$ cat src/verilog/awb_pkg.sv
package awb_pkg;

    // ----------------------------------------------------------------
    // Widths
    // ----------------------------------------------------------------
    localparam int PIX_W = 8;
    localparam int GAIN_W = 12;
    localparam int SUM_W = 40;
    localparam int CNT_W = 24;
    localparam int X_W = 12;
    localparam int TMR_W = 34;

    // ----------------------------------------------------------------
    // Auto mode codes
    // ----------------------------------------------------------------
    localparam logic [1:0] MODE_OFF = 2'h0;
    localparam logic [1:0] MODE_ONCE = 2'h1;
    localparam logic [1:0] MODE_ONCE_BE = 2'h2;

    // ----------------------------------------------------------------
    // Result status codes
    // ----------------------------------------------------------------
    localparam logic [3:0] RES_IDLE = 4'h0;
    localparam logic [3:0] RES_PROCESSING = 4'h1;
    localparam logic [3:0] RES_SUCCEEDED = 4'h2;
    localparam logic [3:0] RES_SUCCEEDED_BE = 4'h3;
    localparam logic [3:0] RES_ERR_G_BRIGHT = 4'h4;
    localparam logic [3:0] RES_ERR_G_DARK = 4'h5;
    localparam logic [3:0] RES_ERR_TIMEOUT = 4'h6;
    localparam logic [3:0] RES_ERR_TGT_HIGH = 4'h7;
    localparam logic [3:0] RES_ERR_TGT_LOW = 4'h8;

    // ----------------------------------------------------------------
    // Gain channel select and colour temperature presets
    // ----------------------------------------------------------------
    localparam logic [1:0] CH_RED = 2'h0;
    localparam logic [1:0] CH_GREEN = 2'h1;
    localparam logic [1:0] CH_BLUE = 2'h2;
    localparam logic [1:0] PRESET_LOW = 2'h0;
    localparam logic [1:0] PRESET_MID = 2'h1;
    localparam logic [1:0] PRESET_HIGH = 2'h2;
    localparam logic [GAIN_W-1:0] GAIN_RESET = 12'h400;
    localparam logic [GAIN_W-1:0] GAIN_MAX = 12'hFFF;
    localparam logic [GAIN_W-1:0] GAIN_MIN = 12'h040;
    localparam logic [GAIN_W-1:0] GAIN_STEP = 12'h004;
    localparam logic [GAIN_W-1:0] PRESET_LOW_R = 12'h480;
    localparam logic [GAIN_W-1:0] PRESET_LOW_B = 12'h3A0;
    localparam logic [GAIN_W-1:0] PRESET_MID_R = 12'h400;
    localparam logic [GAIN_W-1:0] PRESET_MID_B = 12'h400;
    localparam logic [GAIN_W-1:0] PRESET_HIGH_R = 12'h3A0;
    localparam logic [GAIN_W-1:0] PRESET_HIGH_B = 12'h480;

    // ----------------------------------------------------------------
    // Target level limits and convergence tolerance
    // ----------------------------------------------------------------
    localparam logic [PIX_W-1:0] TARGET_MAX = 8'hF0;
    localparam logic [PIX_W-1:0] TARGET_MIN = 8'h10;
    localparam int TOL_SHIFT = 5;

    // ----------------------------------------------------------------
    // Retry timeout
    // ----------------------------------------------------------------
    localparam longint TIMEOUT_S = 10;
    localparam longint CLK_HZ = 100000000;
    localparam longint TIMEOUT_CYCLES = TIMEOUT_S * CLK_HZ;

endpackage

$ cat src/verilog/awb_stat_if.sv
`timescale 1ns/1ps
`default_nettype none
interface awb_stat_if;
    logic win_en;
    logic [awb_pkg::X_W-1:0] x_start;
    logic [awb_pkg::X_W-1:0] width;
    logic stat_valid;
    logic [awb_pkg::SUM_W-1:0] sum_r;
    logic [awb_pkg::SUM_W-1:0] sum_g;
    logic [awb_pkg::SUM_W-1:0] sum_b;
    logic [awb_pkg::CNT_W-1:0] count;

    modport acc (input win_en, x_start, width, output stat_valid, sum_r, sum_g, sum_b, count);
    modport ctl (output win_en, x_start, width, input stat_valid, sum_r, sum_g, sum_b, count);
endinterface
`default_nettype wire
$ cat src/verilog/awb_ctrl.sv
// Summary of operation
// - Windowed mode measures region, aborts if impossible.
// - Best-effort mode measures whole image, nears target.
// - Area settings used only in windowed mode.
// - Per-channel gain mode forces auto off.
// - Auto off: gains change only by writes and preset loads.
// - Finished adjustment reports success, mode returns off.
// - Windowed retries end at timeout with failure.
// - Best-effort adjusts until convergence or timeout, then reports.
// - Status idle when stopped, processing while running.
// - Green too bright versus red/blue: error 1.
// - Green too dark versus red/blue: error 2.
// - Windowed timeout reports error 3.
// - Target too high error 4, low 5.
// - Best-effort limited balance reports best-effort success.
// - Best-effort normal completion reports success, mode off.
// - Presets 5000K/6500K/7500K need per-channel mode off.
`timescale 1ns/1ps
`default_nettype none
module awb_ctrl #(
    parameter longint TIMEOUT_CYCLES = awb_pkg::TIMEOUT_CYCLES
) (
    input wire logic ref_clk_i,
    input wire logic srst_i,
    input wire logic pix_valid_i,
    input wire logic line_start_i,
    input wire logic frame_end_i,
    input wire logic [awb_pkg::PIX_W-1:0] pix_r_i,
    input wire logic [awb_pkg::PIX_W-1:0] pix_g_i,
    input wire logic [awb_pkg::PIX_W-1:0] pix_b_i,
    input wire logic wb_auto_mode_we_i,
    input wire logic [1:0] wb_auto_mode_i,
    input wire logic [awb_pkg::X_W-1:0] wb_area_width_i,
    input wire logic [awb_pkg::X_W-1:0] wb_area_x_start_i,
    input wire logic [awb_pkg::PIX_W-1:0] target_level_i,
    input wire logic per_channel_gain_mode_i,
    input wire logic gain_we_i,
    input wire logic [1:0] gain_sel_i,
    input wire logic [awb_pkg::GAIN_W-1:0] gain_data_i,
    input wire logic preset_load_i,
    input wire logic [1:0] preset_sel_i,
    output logic [1:0] wb_auto_mode_o,
    output logic [3:0] wb_result_status_o,
    output logic [awb_pkg::GAIN_W-1:0] gain_r_o,
    output logic [awb_pkg::GAIN_W-1:0] gain_g_o,
    output logic [awb_pkg::GAIN_W-1:0] gain_b_o
);
    localparam int SW = awb_pkg::SUM_W;
    localparam logic [awb_pkg::TMR_W-1:0] TMO_LAST = awb_pkg::TMR_W'(TIMEOUT_CYCLES - 1);

    typedef enum logic [0:0] {AWB_IDLE, AWB_RUN} awb_state_t;

    // ----------------------------------------------------------------
    // Declarations
    // ----------------------------------------------------------------
    awb_state_t state;
    logic be_mode;
    logic be_limited;
    logic [awb_pkg::TMR_W-1:0] timer;
    logic start_req;
    logic abort_req;
    logic timed_out;
    logic [SW-1:0] tgt_sum;
    logic [SW-1:0] tol_g;
    logic [SW-1:0] tol_t;
    logic r_low;
    logic r_high;
    logic b_low;
    logic b_high;
    logic g_low;
    logic g_high;
    logic converged;
    logic err_g_bright;
    logic err_g_dark;
    logic err_t_high;
    logic err_t_low;
    logic any_limit;
    logic stat_run;
    logic [2:0] man_we;
    logic preset_we;
    logic [awb_pkg::GAIN_W-1:0] preset_r;
    logic [awb_pkg::GAIN_W-1:0] preset_b;
    logic r_max;
    logic r_min;
    logic g_max;
    logic g_min;
    logic b_max;
    logic b_min;

    awb_stat_if st ();

    // ----------------------------------------------------------------
    // Statistics
    // ----------------------------------------------------------------
    assign st.win_en = !be_mode;
    assign st.x_start = wb_area_x_start_i;
    assign st.width = wb_area_width_i;

    awb_stat_acc u_acc (
        .ref_clk_i(ref_clk_i),
        .srst_i(srst_i),
        .pix_valid_i(pix_valid_i),
        .line_start_i(line_start_i),
        .frame_end_i(frame_end_i),
        .pix_r_i(pix_r_i),
        .pix_g_i(pix_g_i),
        .pix_b_i(pix_b_i),
        .st(st)
    );

    // ----------------------------------------------------------------
    // Frame evaluation
    // ----------------------------------------------------------------
    assign tgt_sum = SW'(st.count) * SW'(target_level_i);
    assign tol_g = st.sum_g >> awb_pkg::TOL_SHIFT;
    assign tol_t = tgt_sum >> awb_pkg::TOL_SHIFT;
    assign r_low = st.sum_r + tol_g < st.sum_g;
    assign r_high = st.sum_r > st.sum_g + tol_g;
    assign b_low = st.sum_b + tol_g < st.sum_g;
    assign b_high = st.sum_b > st.sum_g + tol_g;
    assign g_low = st.sum_g + tol_t < tgt_sum;
    assign g_high = st.sum_g > tgt_sum + tol_t;
    assign converged = !(r_low || r_high || b_low || b_high || g_low || g_high);
    assign err_g_bright = (r_low && r_max) || (b_low && b_max);
    assign err_g_dark = (r_high && r_min) || (b_high && b_min);
    assign err_t_high = g_low && g_max;
    assign err_t_low = g_high && g_min;
    assign any_limit = err_g_bright || err_g_dark || err_t_high || err_t_low;
    assign stat_run = (state == AWB_RUN) && st.stat_valid && !abort_req;

    // ----------------------------------------------------------------
    // Start, abort and timeout
    // ----------------------------------------------------------------
    assign start_req = wb_auto_mode_we_i && !per_channel_gain_mode_i && (state == AWB_IDLE)
        && (wb_auto_mode_i == awb_pkg::MODE_ONCE || wb_auto_mode_i == awb_pkg::MODE_ONCE_BE);
    assign abort_req = per_channel_gain_mode_i
        || (wb_auto_mode_we_i && wb_auto_mode_i == awb_pkg::MODE_OFF);
    assign timed_out = (state == AWB_RUN) && (timer == TMO_LAST);

    always_ff @(posedge ref_clk_i) begin
        if (srst_i) begin
            state <= AWB_IDLE;
            wb_auto_mode_o <= awb_pkg::MODE_OFF;
        end else if (per_channel_gain_mode_i) begin
            state <= AWB_IDLE;
            wb_auto_mode_o <= awb_pkg::MODE_OFF;
        end else if (start_req) begin
            state <= AWB_RUN;
            wb_auto_mode_o <= wb_auto_mode_i;
        end else if (state == AWB_RUN) begin
            if (abort_req || timed_out || (stat_run && (converged
                || (!be_mode && any_limit)))) begin
                state <= AWB_IDLE;
                wb_auto_mode_o <= awb_pkg::MODE_OFF;
            end
        end
    end

    always_ff @(posedge ref_clk_i) begin
        if (srst_i) begin
            be_mode <= 1'b0;
        end else if (start_req) begin
            be_mode <= (wb_auto_mode_i == awb_pkg::MODE_ONCE_BE);
        end
    end

    always_ff @(posedge ref_clk_i) begin
        if (srst_i || state == AWB_IDLE) begin
            timer <= '0;
        end else if (!timed_out) begin
            timer <= timer + 1'b1;
        end
    end

    always_ff @(posedge ref_clk_i) begin
        if (srst_i || start_req) begin
            be_limited <= 1'b0;
        end else if (stat_run && be_mode && (any_limit || !converged)) begin
            be_limited <= 1'b1;
        end
    end

    // ----------------------------------------------------------------
    // Result status
    // ----------------------------------------------------------------
    always_ff @(posedge ref_clk_i) begin
        if (srst_i) begin
            wb_result_status_o <= awb_pkg::RES_IDLE;
        end else if (start_req) begin
            wb_result_status_o <= awb_pkg::RES_PROCESSING;
        end else if (state == AWB_RUN) begin
            if (abort_req) begin
                wb_result_status_o <= awb_pkg::RES_IDLE;
            end else if (stat_run && converged) begin
                wb_result_status_o <= awb_pkg::RES_SUCCEEDED;
            end else if (stat_run && !be_mode && err_t_high) begin
                wb_result_status_o <= awb_pkg::RES_ERR_TGT_HIGH;
            end else if (stat_run && !be_mode && err_t_low) begin
                wb_result_status_o <= awb_pkg::RES_ERR_TGT_LOW;
            end else if (stat_run && !be_mode && err_g_bright) begin
                wb_result_status_o <= awb_pkg::RES_ERR_G_BRIGHT;
            end else if (stat_run && !be_mode && err_g_dark) begin
                wb_result_status_o <= awb_pkg::RES_ERR_G_DARK;
            end else if (timed_out && be_mode) begin
                wb_result_status_o <= awb_pkg::RES_SUCCEEDED_BE;
            end else if (timed_out) begin
                wb_result_status_o <= awb_pkg::RES_ERR_TIMEOUT;
            end
        end
    end

    // ----------------------------------------------------------------
    // Gain channels
    // ----------------------------------------------------------------
    assign man_we[0] = gain_we_i && gain_sel_i == awb_pkg::CH_RED;
    assign man_we[1] = gain_we_i && gain_sel_i == awb_pkg::CH_GREEN;
    assign man_we[2] = gain_we_i && gain_sel_i == awb_pkg::CH_BLUE;
    assign preset_we = preset_load_i && !per_channel_gain_mode_i
        && preset_sel_i != 2'h3 && state == AWB_IDLE;

    always_comb begin
        preset_r = awb_pkg::PRESET_MID_R;
        preset_b = awb_pkg::PRESET_MID_B;
        unique case (preset_sel_i)
            awb_pkg::PRESET_LOW: begin
                preset_r = awb_pkg::PRESET_LOW_R;
                preset_b = awb_pkg::PRESET_LOW_B;
            end
            awb_pkg::PRESET_HIGH: begin
                preset_r = awb_pkg::PRESET_HIGH_R;
                preset_b = awb_pkg::PRESET_HIGH_B;
            end
            default: begin
                preset_r = awb_pkg::PRESET_MID_R;
                preset_b = awb_pkg::PRESET_MID_B;
            end
        endcase
    end

    // Automatic steps happen only on a frame result while running.
    awb_gain_chan u_gain_r (
        .ref_clk_i(ref_clk_i),
        .srst_i(srst_i),
        .man_we_i(man_we[0]),
        .man_data_i(gain_data_i),
        .preset_we_i(preset_we),
        .preset_data_i(preset_r),
        .step_up_i(stat_run && r_low),
        .step_dn_i(stat_run && r_high),
        .gain_o(gain_r_o),
        .at_max_o(r_max),
        .at_min_o(r_min)
    );

    awb_gain_chan u_gain_g (
        .ref_clk_i(ref_clk_i),
        .srst_i(srst_i),
        .man_we_i(man_we[1]),
        .man_data_i(gain_data_i),
        .preset_we_i(preset_we),
        .preset_data_i(awb_pkg::GAIN_RESET),
        .step_up_i(stat_run && g_low),
        .step_dn_i(stat_run && g_high),
        .gain_o(gain_g_o),
        .at_max_o(g_max),
        .at_min_o(g_min)
    );

    awb_gain_chan u_gain_b (
        .ref_clk_i(ref_clk_i),
        .srst_i(srst_i),
        .man_we_i(man_we[2]),
        .man_data_i(gain_data_i),
        .preset_we_i(preset_we),
        .preset_data_i(preset_b),
        .step_up_i(stat_run && b_low),
        .step_dn_i(stat_run && b_high),
        .gain_o(gain_b_o),
        .at_max_o(b_max),
        .at_min_o(b_min)
    );
endmodule
`default_nettype wire

$ cat src/verilog/awb_gain_chan.sv
`timescale 1ns/1ps
`default_nettype none
module awb_gain_chan (
    input wire logic ref_clk_i,
    input wire logic srst_i,
    input wire logic man_we_i,
    input wire logic [awb_pkg::GAIN_W-1:0] man_data_i,
    input wire logic preset_we_i,
    input wire logic [awb_pkg::GAIN_W-1:0] preset_data_i,
    input wire logic step_up_i,
    input wire logic step_dn_i,
    output logic [awb_pkg::GAIN_W-1:0] gain_o,
    output logic at_max_o,
    output logic at_min_o
);
    assign at_max_o = gain_o > (awb_pkg::GAIN_MAX - awb_pkg::GAIN_STEP);
    assign at_min_o = gain_o < (awb_pkg::GAIN_MIN + awb_pkg::GAIN_STEP);

    // Manual writes win over presets, presets over automatic steps.
    always_ff @(posedge ref_clk_i) begin
        if (srst_i) begin
            gain_o <= awb_pkg::GAIN_RESET;
        end else if (man_we_i) begin
            gain_o <= man_data_i;
        end else if (preset_we_i) begin
            gain_o <= preset_data_i;
        end else if (step_up_i && !at_max_o) begin
            gain_o <= gain_o + awb_pkg::GAIN_STEP;
        end else if (step_dn_i && !at_min_o) begin
            gain_o <= gain_o - awb_pkg::GAIN_STEP;
        end
    end
endmodule
`default_nettype wire

$ cat src/verilog/awb_stat_acc.sv
`timescale 1ns/1ps
`default_nettype none
module awb_stat_acc (
    input wire logic ref_clk_i,
    input wire logic srst_i,
    input wire logic pix_valid_i,
    input wire logic line_start_i,
    input wire logic frame_end_i,
    input wire logic [awb_pkg::PIX_W-1:0] pix_r_i,
    input wire logic [awb_pkg::PIX_W-1:0] pix_g_i,
    input wire logic [awb_pkg::PIX_W-1:0] pix_b_i,
    awb_stat_if.acc st
);
    logic [awb_pkg::X_W-1:0] x_pos;
    logic [awb_pkg::X_W-1:0] x_cur;
    logic [awb_pkg::X_W:0] x_end;
    logic in_area;
    logic [awb_pkg::SUM_W-1:0] acc_r;
    logic [awb_pkg::SUM_W-1:0] acc_g;
    logic [awb_pkg::SUM_W-1:0] acc_b;
    logic [awb_pkg::CNT_W-1:0] acc_n;

    assign x_cur = line_start_i ? '0 : x_pos;
    assign x_end = {1'b0, st.x_start} + {1'b0, st.width};
    assign in_area = !st.win_en || (x_cur >= st.x_start && {1'b0, x_cur} < x_end);

    always_ff @(posedge ref_clk_i) begin
        if (srst_i) begin
            x_pos <= '0;
        end else if (pix_valid_i) begin
            x_pos <= x_cur + 1'b1;
        end
    end

    always_ff @(posedge ref_clk_i) begin
        if (srst_i || frame_end_i) begin
            acc_r <= '0;
            acc_g <= '0;
            acc_b <= '0;
            acc_n <= '0;
        end else if (pix_valid_i && in_area) begin
            acc_r <= acc_r + awb_pkg::SUM_W'(pix_r_i);
            acc_g <= acc_g + awb_pkg::SUM_W'(pix_g_i);
            acc_b <= acc_b + awb_pkg::SUM_W'(pix_b_i);
            acc_n <= acc_n + 1'b1;
        end
    end

    always_ff @(posedge ref_clk_i) begin
        if (srst_i) begin
            st.stat_valid <= 1'b0;
            st.sum_r <= '0;
            st.sum_g <= '0;
            st.sum_b <= '0;
            st.count <= '0;
        end else begin
            st.stat_valid <= frame_end_i && (acc_n != '0);
            if (frame_end_i) begin
                st.sum_r <= acc_r;
                st.sum_g <= acc_g;
                st.sum_b <= acc_b;
                st.count <= acc_n;
            end
        end
    end
endmodule
`default_nettype wire

$ cat config.mk
export PLATFORM = sky130hd
export DESIGN_NAME = awb_ctrl
export DESIGN_NICKNAME = d
export VERILOG_FILES = /design/src/verilog/awb_pkg.sv /design/src/verilog/awb_stat_if.sv /design/src/verilog/awb_ctrl.sv /design/src/verilog/awb_gain_chan.sv /design/src/verilog/awb_stat_acc.sv
export SDC_FILE = /design/constraint.sdc
export NUM_CORES = 2
export LEC_CHECK = 0
export BUFFER_PORTS_ARGS = -buffer_cell sky130_fd_sc_hd__buf_2
export CAP_MARGIN = 20
export CORE_ASPECT_RATIO = 1.4
export CORE_UTILIZATION = 66
export CTS_BUF_LIST = sky130_fd_sc_hd__clkbuf_4
export DETAILED_ROUTE_END_ITERATION = 16
export PLACE_DENSITY = 0.93
export SYNTH_ARGS = -nofsm -noshare
export SYNTH_HDL_FRONTEND = slang
export SYNTH_SLANG_ARGS = --single-unit
$ cat constraint.sdc
create_clock -name ref_clk_i -period 16.8 [get_ports ref_clk_i]
set_input_delay 1.68 -clock ref_clk_i [delete_from_list [all_inputs] [get_ports ref_clk_i]]
set_output_delay 1.68 -clock ref_clk_i [all_outputs]
set_load 0.02 [all_outputs]
* After elaboration in Yosys (flattened, before gate mapping)
Index checks and enable logic that the tools add are counted.
Word-level totals: bits in registers 379, bits of input ports 83, output and inout port bits 42, logic and storage cells 178
Cells by class: add/subtract/negate cells 18, $mul 1, order comparisons 14, equality and inequality tests 7, multiplexer cells 31, bitwise operators 1, reduce and logical (&&, ||, !) cells 87
Operator list (count):
- 12-bit two-way mux | 13
- 40-bit by 35-bit adder with 40-bit output | 3
- 40-bit by 8-bit adder with 40-bit output | 3
- 40-bit > comparator | 2
- 40-bit < comparator | 2
- 11-bit one-hot mux with 2 select lines | 2
- 1-bit logical AND | 43
- 40-bit by 27-bit adder with 40-bit output | 1
- 40-bit by 33-bit > comparator with 1-bit output | 1
- 40-bit by 32-bit < comparator with 1-bit output | 1
- 12-bit by 3-bit adder with 12-bit output (second input constant) | 3
- 12-bit > comparator (second input constant) | 3
- 12-bit by 7-bit < comparator with 1-bit output (second input constant) | 3
- 12-bit by 3-bit subtractor with 12-bit output (second input constant) | 3
- 34-bit by 1-bit adder with 34-bit output (second input constant) | 1
- 34-bit by 30-bit equality test with 1-bit output (second input constant) | 1
- 32-bit by 27-bit adder with 33-bit output | 1
- 24-bit by 8-bit multiplier with 32-bit output | 1
- 4-bit two-way mux | 8
- 24-bit by 1-bit adder with 24-bit output (second input constant) | 1
- 24-bit nonzero test | 1
- 1-bit logical OR | 18
- 12-bit by 12-bit adder with 13-bit output | 1
- 12-bit by 13-bit < comparator with 1-bit output | 1
- 16 further kinds | 42

* Depth between registers and ports, before layout
depth after elaboration 15, depth in mapped cells 53, gate-level depth less buffers 52

* Hierarchy
From an unflattened synthesis, not the netlist that was laid out.
Unflattened totals: cell total of the unflattened synthesis 4882, area total of the unflattened synthesis 39776.9 µm²
Modules (own cells, without submodules):
- awb_ctrl | times used 1, cells an instance 2771, area each 21585.7 µm², seq. area each 840.8 µm²
- awb_stat_acc | times used 1, cells an instance 1670, area each 14689.1 µm², seq. area each 6025.8 µm²
- awb_gain_chan | times used 3, cells an instance 147, area each 1167.4 µm², seq. area each 240.2 µm²

* Worst setup path after synthesis
Ideal clock, no wire load.
kind input -> register, start point input port target_level_i[7] (netlist name), end point register u_gain_g.gain_o[11] (netlist name), library setup time 0.134 ns, arrival time 12.584 ns, required time 16.666 ns, slack 4.082 ns, cell stages on the path 49, path buffers 2, cell sequence clkbuf_1 -> nand2_1 -> fa_1 -> fa_1 -> inv_1 -> fa_1 -> inv_1 -> fa_1 -> inv_1 -> ha_1 -> and3_1 -> o2bb2ai_1 -> o41a_1 -> o21a_1 -> a21bo_2 -> a21o_1 -> a21o_1 -> a21o_1 -> [13 not listed] -> a2111oi_2 -> o2111ai_1 -> nor4b_4 -> nand3_4 -> nor2_1 -> nand2_1 -> ha_1 -> a21o_1 -> a21oi_1 -> o21ai_0 -> a21oi_1 -> o21bai_1 -> a21o_1 -> nand4b_1 -> o311ai_0 -> or3_1 -> a32oi_1 -> a211oi_1
Between the ends: longest elaborated chain between the ends 8, elaborated cells on any way between the ends 13, classes of those cells 2 x add/sub; 1 x mul; 2 x order compare; 3 x mux; 5 x reduce/logical
RTL lines:
- start, declared | line awb_ctrl.sv:35 | input wire logic [awb_pkg::PIX_W-1:0] target_level_i,
- 24-bit by 8-bit multiplier with 32-bit output * | line awb_ctrl.sv:114 | assign tgt_sum = SW'(st.count) * SW'(target_level_i);
- 40-bit by 27-bit adder with 40-bit output | line awb_ctrl.sv:121 | assign g_low = st.sum_g + tol_t < tgt_sum;
- 40-bit by 32-bit < comparator with 1-bit output | line awb_ctrl.sv:121
- 1-bit logical AND | line awb_ctrl.sv:262 | .step_up_i(stat_run && g_low),
- 1-bit logical AND | line awb_gain_chan.sv:27 | end else if (step_up_i && !at_max_o) begin
- 12-bit two-way mux | line awb_gain_chan.sv:27
- 12-bit two-way mux | line awb_gain_chan.sv:25 | end else if (preset_we_i) begin
- 12-bit two-way mux | line awb_gain_chan.sv:23 | end else if (man_we_i) begin
- end signal, assigned | line awb_gain_chan.sv:24 | gain_o <= man_data_i;
- end signal, assigned | line awb_gain_chan.sv:26 | gain_o <= preset_data_i;
- end signal, assigned | line awb_gain_chan.sv:28 | gain_o <= gain_o + awb_pkg::GAIN_STEP;
- end, declared | line awb_gain_chan.sv:12 | output logic [awb_pkg::GAIN_W-1:0] gain_o,
Mark *: on every way between the ends. The rest lies on a longest branch, timed or not. A chain may end at the register's enable or synchronous reset.

* Worst setup path in the final report
start point input port target_level_i[6] (netlist name), end point register u_gain_g.gain_o[11] (netlist name)
Same word-level chain as after synthesis.

==> results.py <==
metrics = {
    "pwr": {
        "power_leakage_nw": 19.1,
        "pwr-share-clk": 0.403,
        "switchingPower_w": 0.000541,
        "seqPwrFrac": 0.482,
        "p_sw_frac": 0.283,
        "cellInternalPower_w": 0.00137,
        "power_density_nw_per_um2": 46.7,
        "vdd_drop_max_v": 0.0000630,
        "combPwrFrac": 0.115,
    },
    "synth": {
        "yosysTopAreaCellShare": 0.197,
        "yosysTopAreaCell": "dfxtp_1",
        "synth.ff_latch_count": 379,
        "synth_ff_type": "dfxtp_1",
        "synth_area_per_cell_um2": 8.11,
        "synth_commonest_cells": "ha_1 (524), a21oi_1 (424), nor2_1 (400)",
        "postSynthCellCount": 4739,
        "synth_most_common_cell": "ha_1",
        "synth_nets": 5490,
        "syn-cell-area_um2": 38400,
        "yosysWarningCount": 0,
        "synth_area_leaders": "dfxtp_1 (20%), ha_1 (17%), fa_1 (7.5%)",
        "async_flop_share": 0,
        "synthDistinctLibCells": 94,
        "synth_edf_count": 0,
        "ys_seq_area_frac": 0.197,
    },
    "grt": {
        "grt_pass1_vias": 37100,
        "grt_use_total": 0.385,
        "antenna_found_initial": 5,
        "grt_pass1_wl_mm": 182,
        "grt_max_degree": 81,
        "gr-total-overflow": 0,
    },
    "sta": {
        "period_share": 0.804,
        "worst_pin_slew_ns": 1.14,
        "setup_ws_ns": 3.30,
        "period_minus_slack_ns": 13.50,
        "fin_skew_ns": 0.0734,
        "rsz0062_at_grt": "false",
        "max-slew-margin-rel": 0.240,
        "final_hold_viol_count": 0,
        "finalSetupViolCount": 0,
        "slew_violations": 0,
        "fmax_mhz": 74.1,
        "fin_setup_tns_ns": 0,
    },
    "critical_path": {
        "crit_arrival_ns": 14.23,
        "crit_path_max_incr_delay_ns": 0.74,
        "crit_family": "compound AO/OA/AOI/OAI gates",
        "slowest_stage": "o31ai_1",
        "critPathCaptureType": "flop",
        "crit_type": "in2reg",
        "path_max_fanout": 24,
        "required_ns": 17.53,
        "critPathLaunchType": "primary input",
        "path_buf_inv": 4,
    },
    "detailed_routing": {
        "first_pass_iters": 6,
        "drt_iter0_markers": 2674,
        "wl_per_cell_um": 20.2,
        "vias": 36700,
        "drc": 0,
        "wirelength_mm": 114,
        "drtAntennaViolNets": 0,
        "via_per_inst": 6.49,
    },
    "final_layout": {
        "fillerInstances": 4397,
        "final_area_um2": 40900,
        "areaGrowthSynthToFinish_pct": 6.34,
        "drive_gt1_frac": 0.0763,
        "nets": 5600,
    },
    "clock_tree": {
        "cts.path.max_buffers": 3,
        "clkSinkCount": 379,
        "ctsResizeCount": 0,
        "cts_tree": "built",
        "htree_levels": 3,
        "path_clk_slew_ns": 0.07,
        "cts_buffers": 93,
        "cts_setup_buffers": 0,
        "cts_hold_buf": 0,
        "cts_root_buffer": "clkbuf_4",
        "clkLatencyLatePin_ns": 0.89,
    },
    "run": {
        "max_cap_viol_count": 0,
    },
    "floorplan": {
        "core-area_um2": 57500,
        "dieArea_um2": 59200,
        "die_h_um": 288,
        "io_pins": 125,
        "initial_utilization": 0.668,
        "fp.dieW_um": 206,
        "row_count": 104,
    },
    "placement": {
        "dpl.hpwl_mm": 89.3,
        "port_buffers": 124,
        "dp_slack_ns": 2.65,
        "placed_cell_area_um2": 39700,
        "place_congestion": 1.00,
    },
    "run_status": {
        "status": "finished, final reports clean",
    },
    "worst_hold_path": {
        "hold_path.class": "reg2reg",
    },
}
sequential cells by signal (all words and copies together) (netlist names), 4 cells and up:
signal and cells:
u_acc.acc_r 40, u_acc.st.sum_g 40, u_acc.x_pos 12, u_acc.acc_b 40
wb_result_status_o 4, u_acc.st.sum_b 40, u_gain_b.gain_o 12, u_gain_r.gain_o 12
u_acc.acc_g 40, u_gain_g.gain_o 12, u_acc.acc_n 24, timer 34
u_acc.st.sum_r 40, u_acc.st.count 24
worst reg2reg max path: cells and delay by family, from the launching register on:
| family | cells | cell delay (ns) |
|---|---|---|
| AO/OA/AOI/OAI | 23 | 5.99 |
| adder cells (fa/ha/maj) | 8 | 3.54 |
| flip-flops | 1 | 0.55 |
| XOR/XNOR | 1 | 0.14 |
| AND/OR/NAND/NOR | 9 | 2.25 |
| buffers and inverters | 3 | 0.28 |
worst paths after layout:
kind / from / to / slack [ns] / depth (start not counted)
worst max-delay path: target_level_i[6] / u_gain_g.gain_o[11]$_SDFFE_PP0P_ / 3.30 / 45
worst min register to register: wb_result_status_o[3]$_SDFFE_PP0P_ / wb_result_status_o[3]$_SDFFE_PP0P_ / 0.46 / 2
worst min-delay path: wb_result_status_o[3]$_SDFFE_PP0P_ / wb_result_status_o[3]$_SDFFE_PP0P_ / 0.46 / 2
worst max register to register: u_acc.st.count[5]$_SDFFE_PP0P_ / u_gain_g.gain_o[11]$_SDFFE_PP0P_ / 3.89 / 44
cell usage in the layout (no fill, tap or decap), types with 11 or more instances in the layout:
cell,synthesis,layout
ha_1,524,524
a21oi_1,424,423
nor2_1,400,400
inv_1,379,379
dfxtp_1,379,379
nand2_1,345,345
o21ai_0,202,202
xnor2_1,174,174
and2_1,162,162
mux2i_1,157,157
fa_1,144,144
a21o_1,136,136
clkbuf_4,0,132
buf_2,19,122
nand3_1,116,116
xor2_1,101,101
nand4_1,97,97
nor3_1,80,80
or3_1,79,79
and3_1,66,66
a211oi_1,56,56
nor2b_1,48,48
o21bai_1,42,42
o21a_1,40,40
o31ai_1,39,39
buf_4,0,36
nand2b_1,34,34
or4_1,31,31
o211ai_1,25,25
a31oi_1,23,23
a31o_2,21,21
a211o_1,20,20
nor4_1,19,19
clkinv_1,0,16
and4_1,14,14
nor3b_1,13,13
or2_2,13,12
a2111oi_0,12,12
o2111ai_1,11,11
cell families after synthesis:
logic type	count (synthesis)	synth area share
compound gates	1181	0.198
buf+inv	525	0.0523
simple gates	1552	0.203
xor+xnor	275	0.0626
fa+ha+maj	668	0.246
flops	379	0.197
mux	159	0.0415
through the flow:
stage | instances | hold slack (ns) | total power, W | utilization
after CTS | 5653 | 0.464 | 0.00191 | 0.710
after detailed placement | 5495 | 0.452 | 0.00115 | 0.691
after floorplan | 4739 | 0.444 | 0.00109 | -
after global placement | 5494 | 0.441 | 0.00115 | 0.691
after global routing | 5659 | 0.486 | 0.00198 | 0.711
final | 5659 | 0.463 | 0.00191 | 0.711
power groups by stage:
stage                     Clock (W)  Sequential (W)  Combinational (W)
after global routing       0.000824        0.000920           0.000240
final                      0.000769        0.000920           0.000220
after floorplan                   0        0.000946           0.000146
after global placement            0        0.000939           0.000210
after CTS                  0.000776        0.000919           0.000217
after detailed placement          0        0.000940           0.000215
final cells by class:
class	instances	area [um^2]	area share
Multi-Input combinational cell	3835	28900	0.706
Sequential cell	379	7590	0.186
Inverter	379	1420	0.0348
Clock buffer	131	983	0.0241
Tap cell	742	928	0.0227
Timing Repair Buffer	161	913	0.0223
Clock inverter	27	155	0.00379
Antenna cell	5	12.5	0.000306
routing by layer:
layer | vias to the layer above | share of wire | GRT usage
li1 | 17200 | - | -
met1 | 17300 | 0.36 | 0.393
met2 | 1598 | 0.48 | 0.669
met3 | 607 | 0.069 | 0.0771
met4 | 0 | 0.091 | 0.328
met5 | - | 0 | 0
Power figures use the tool's default switching activity.
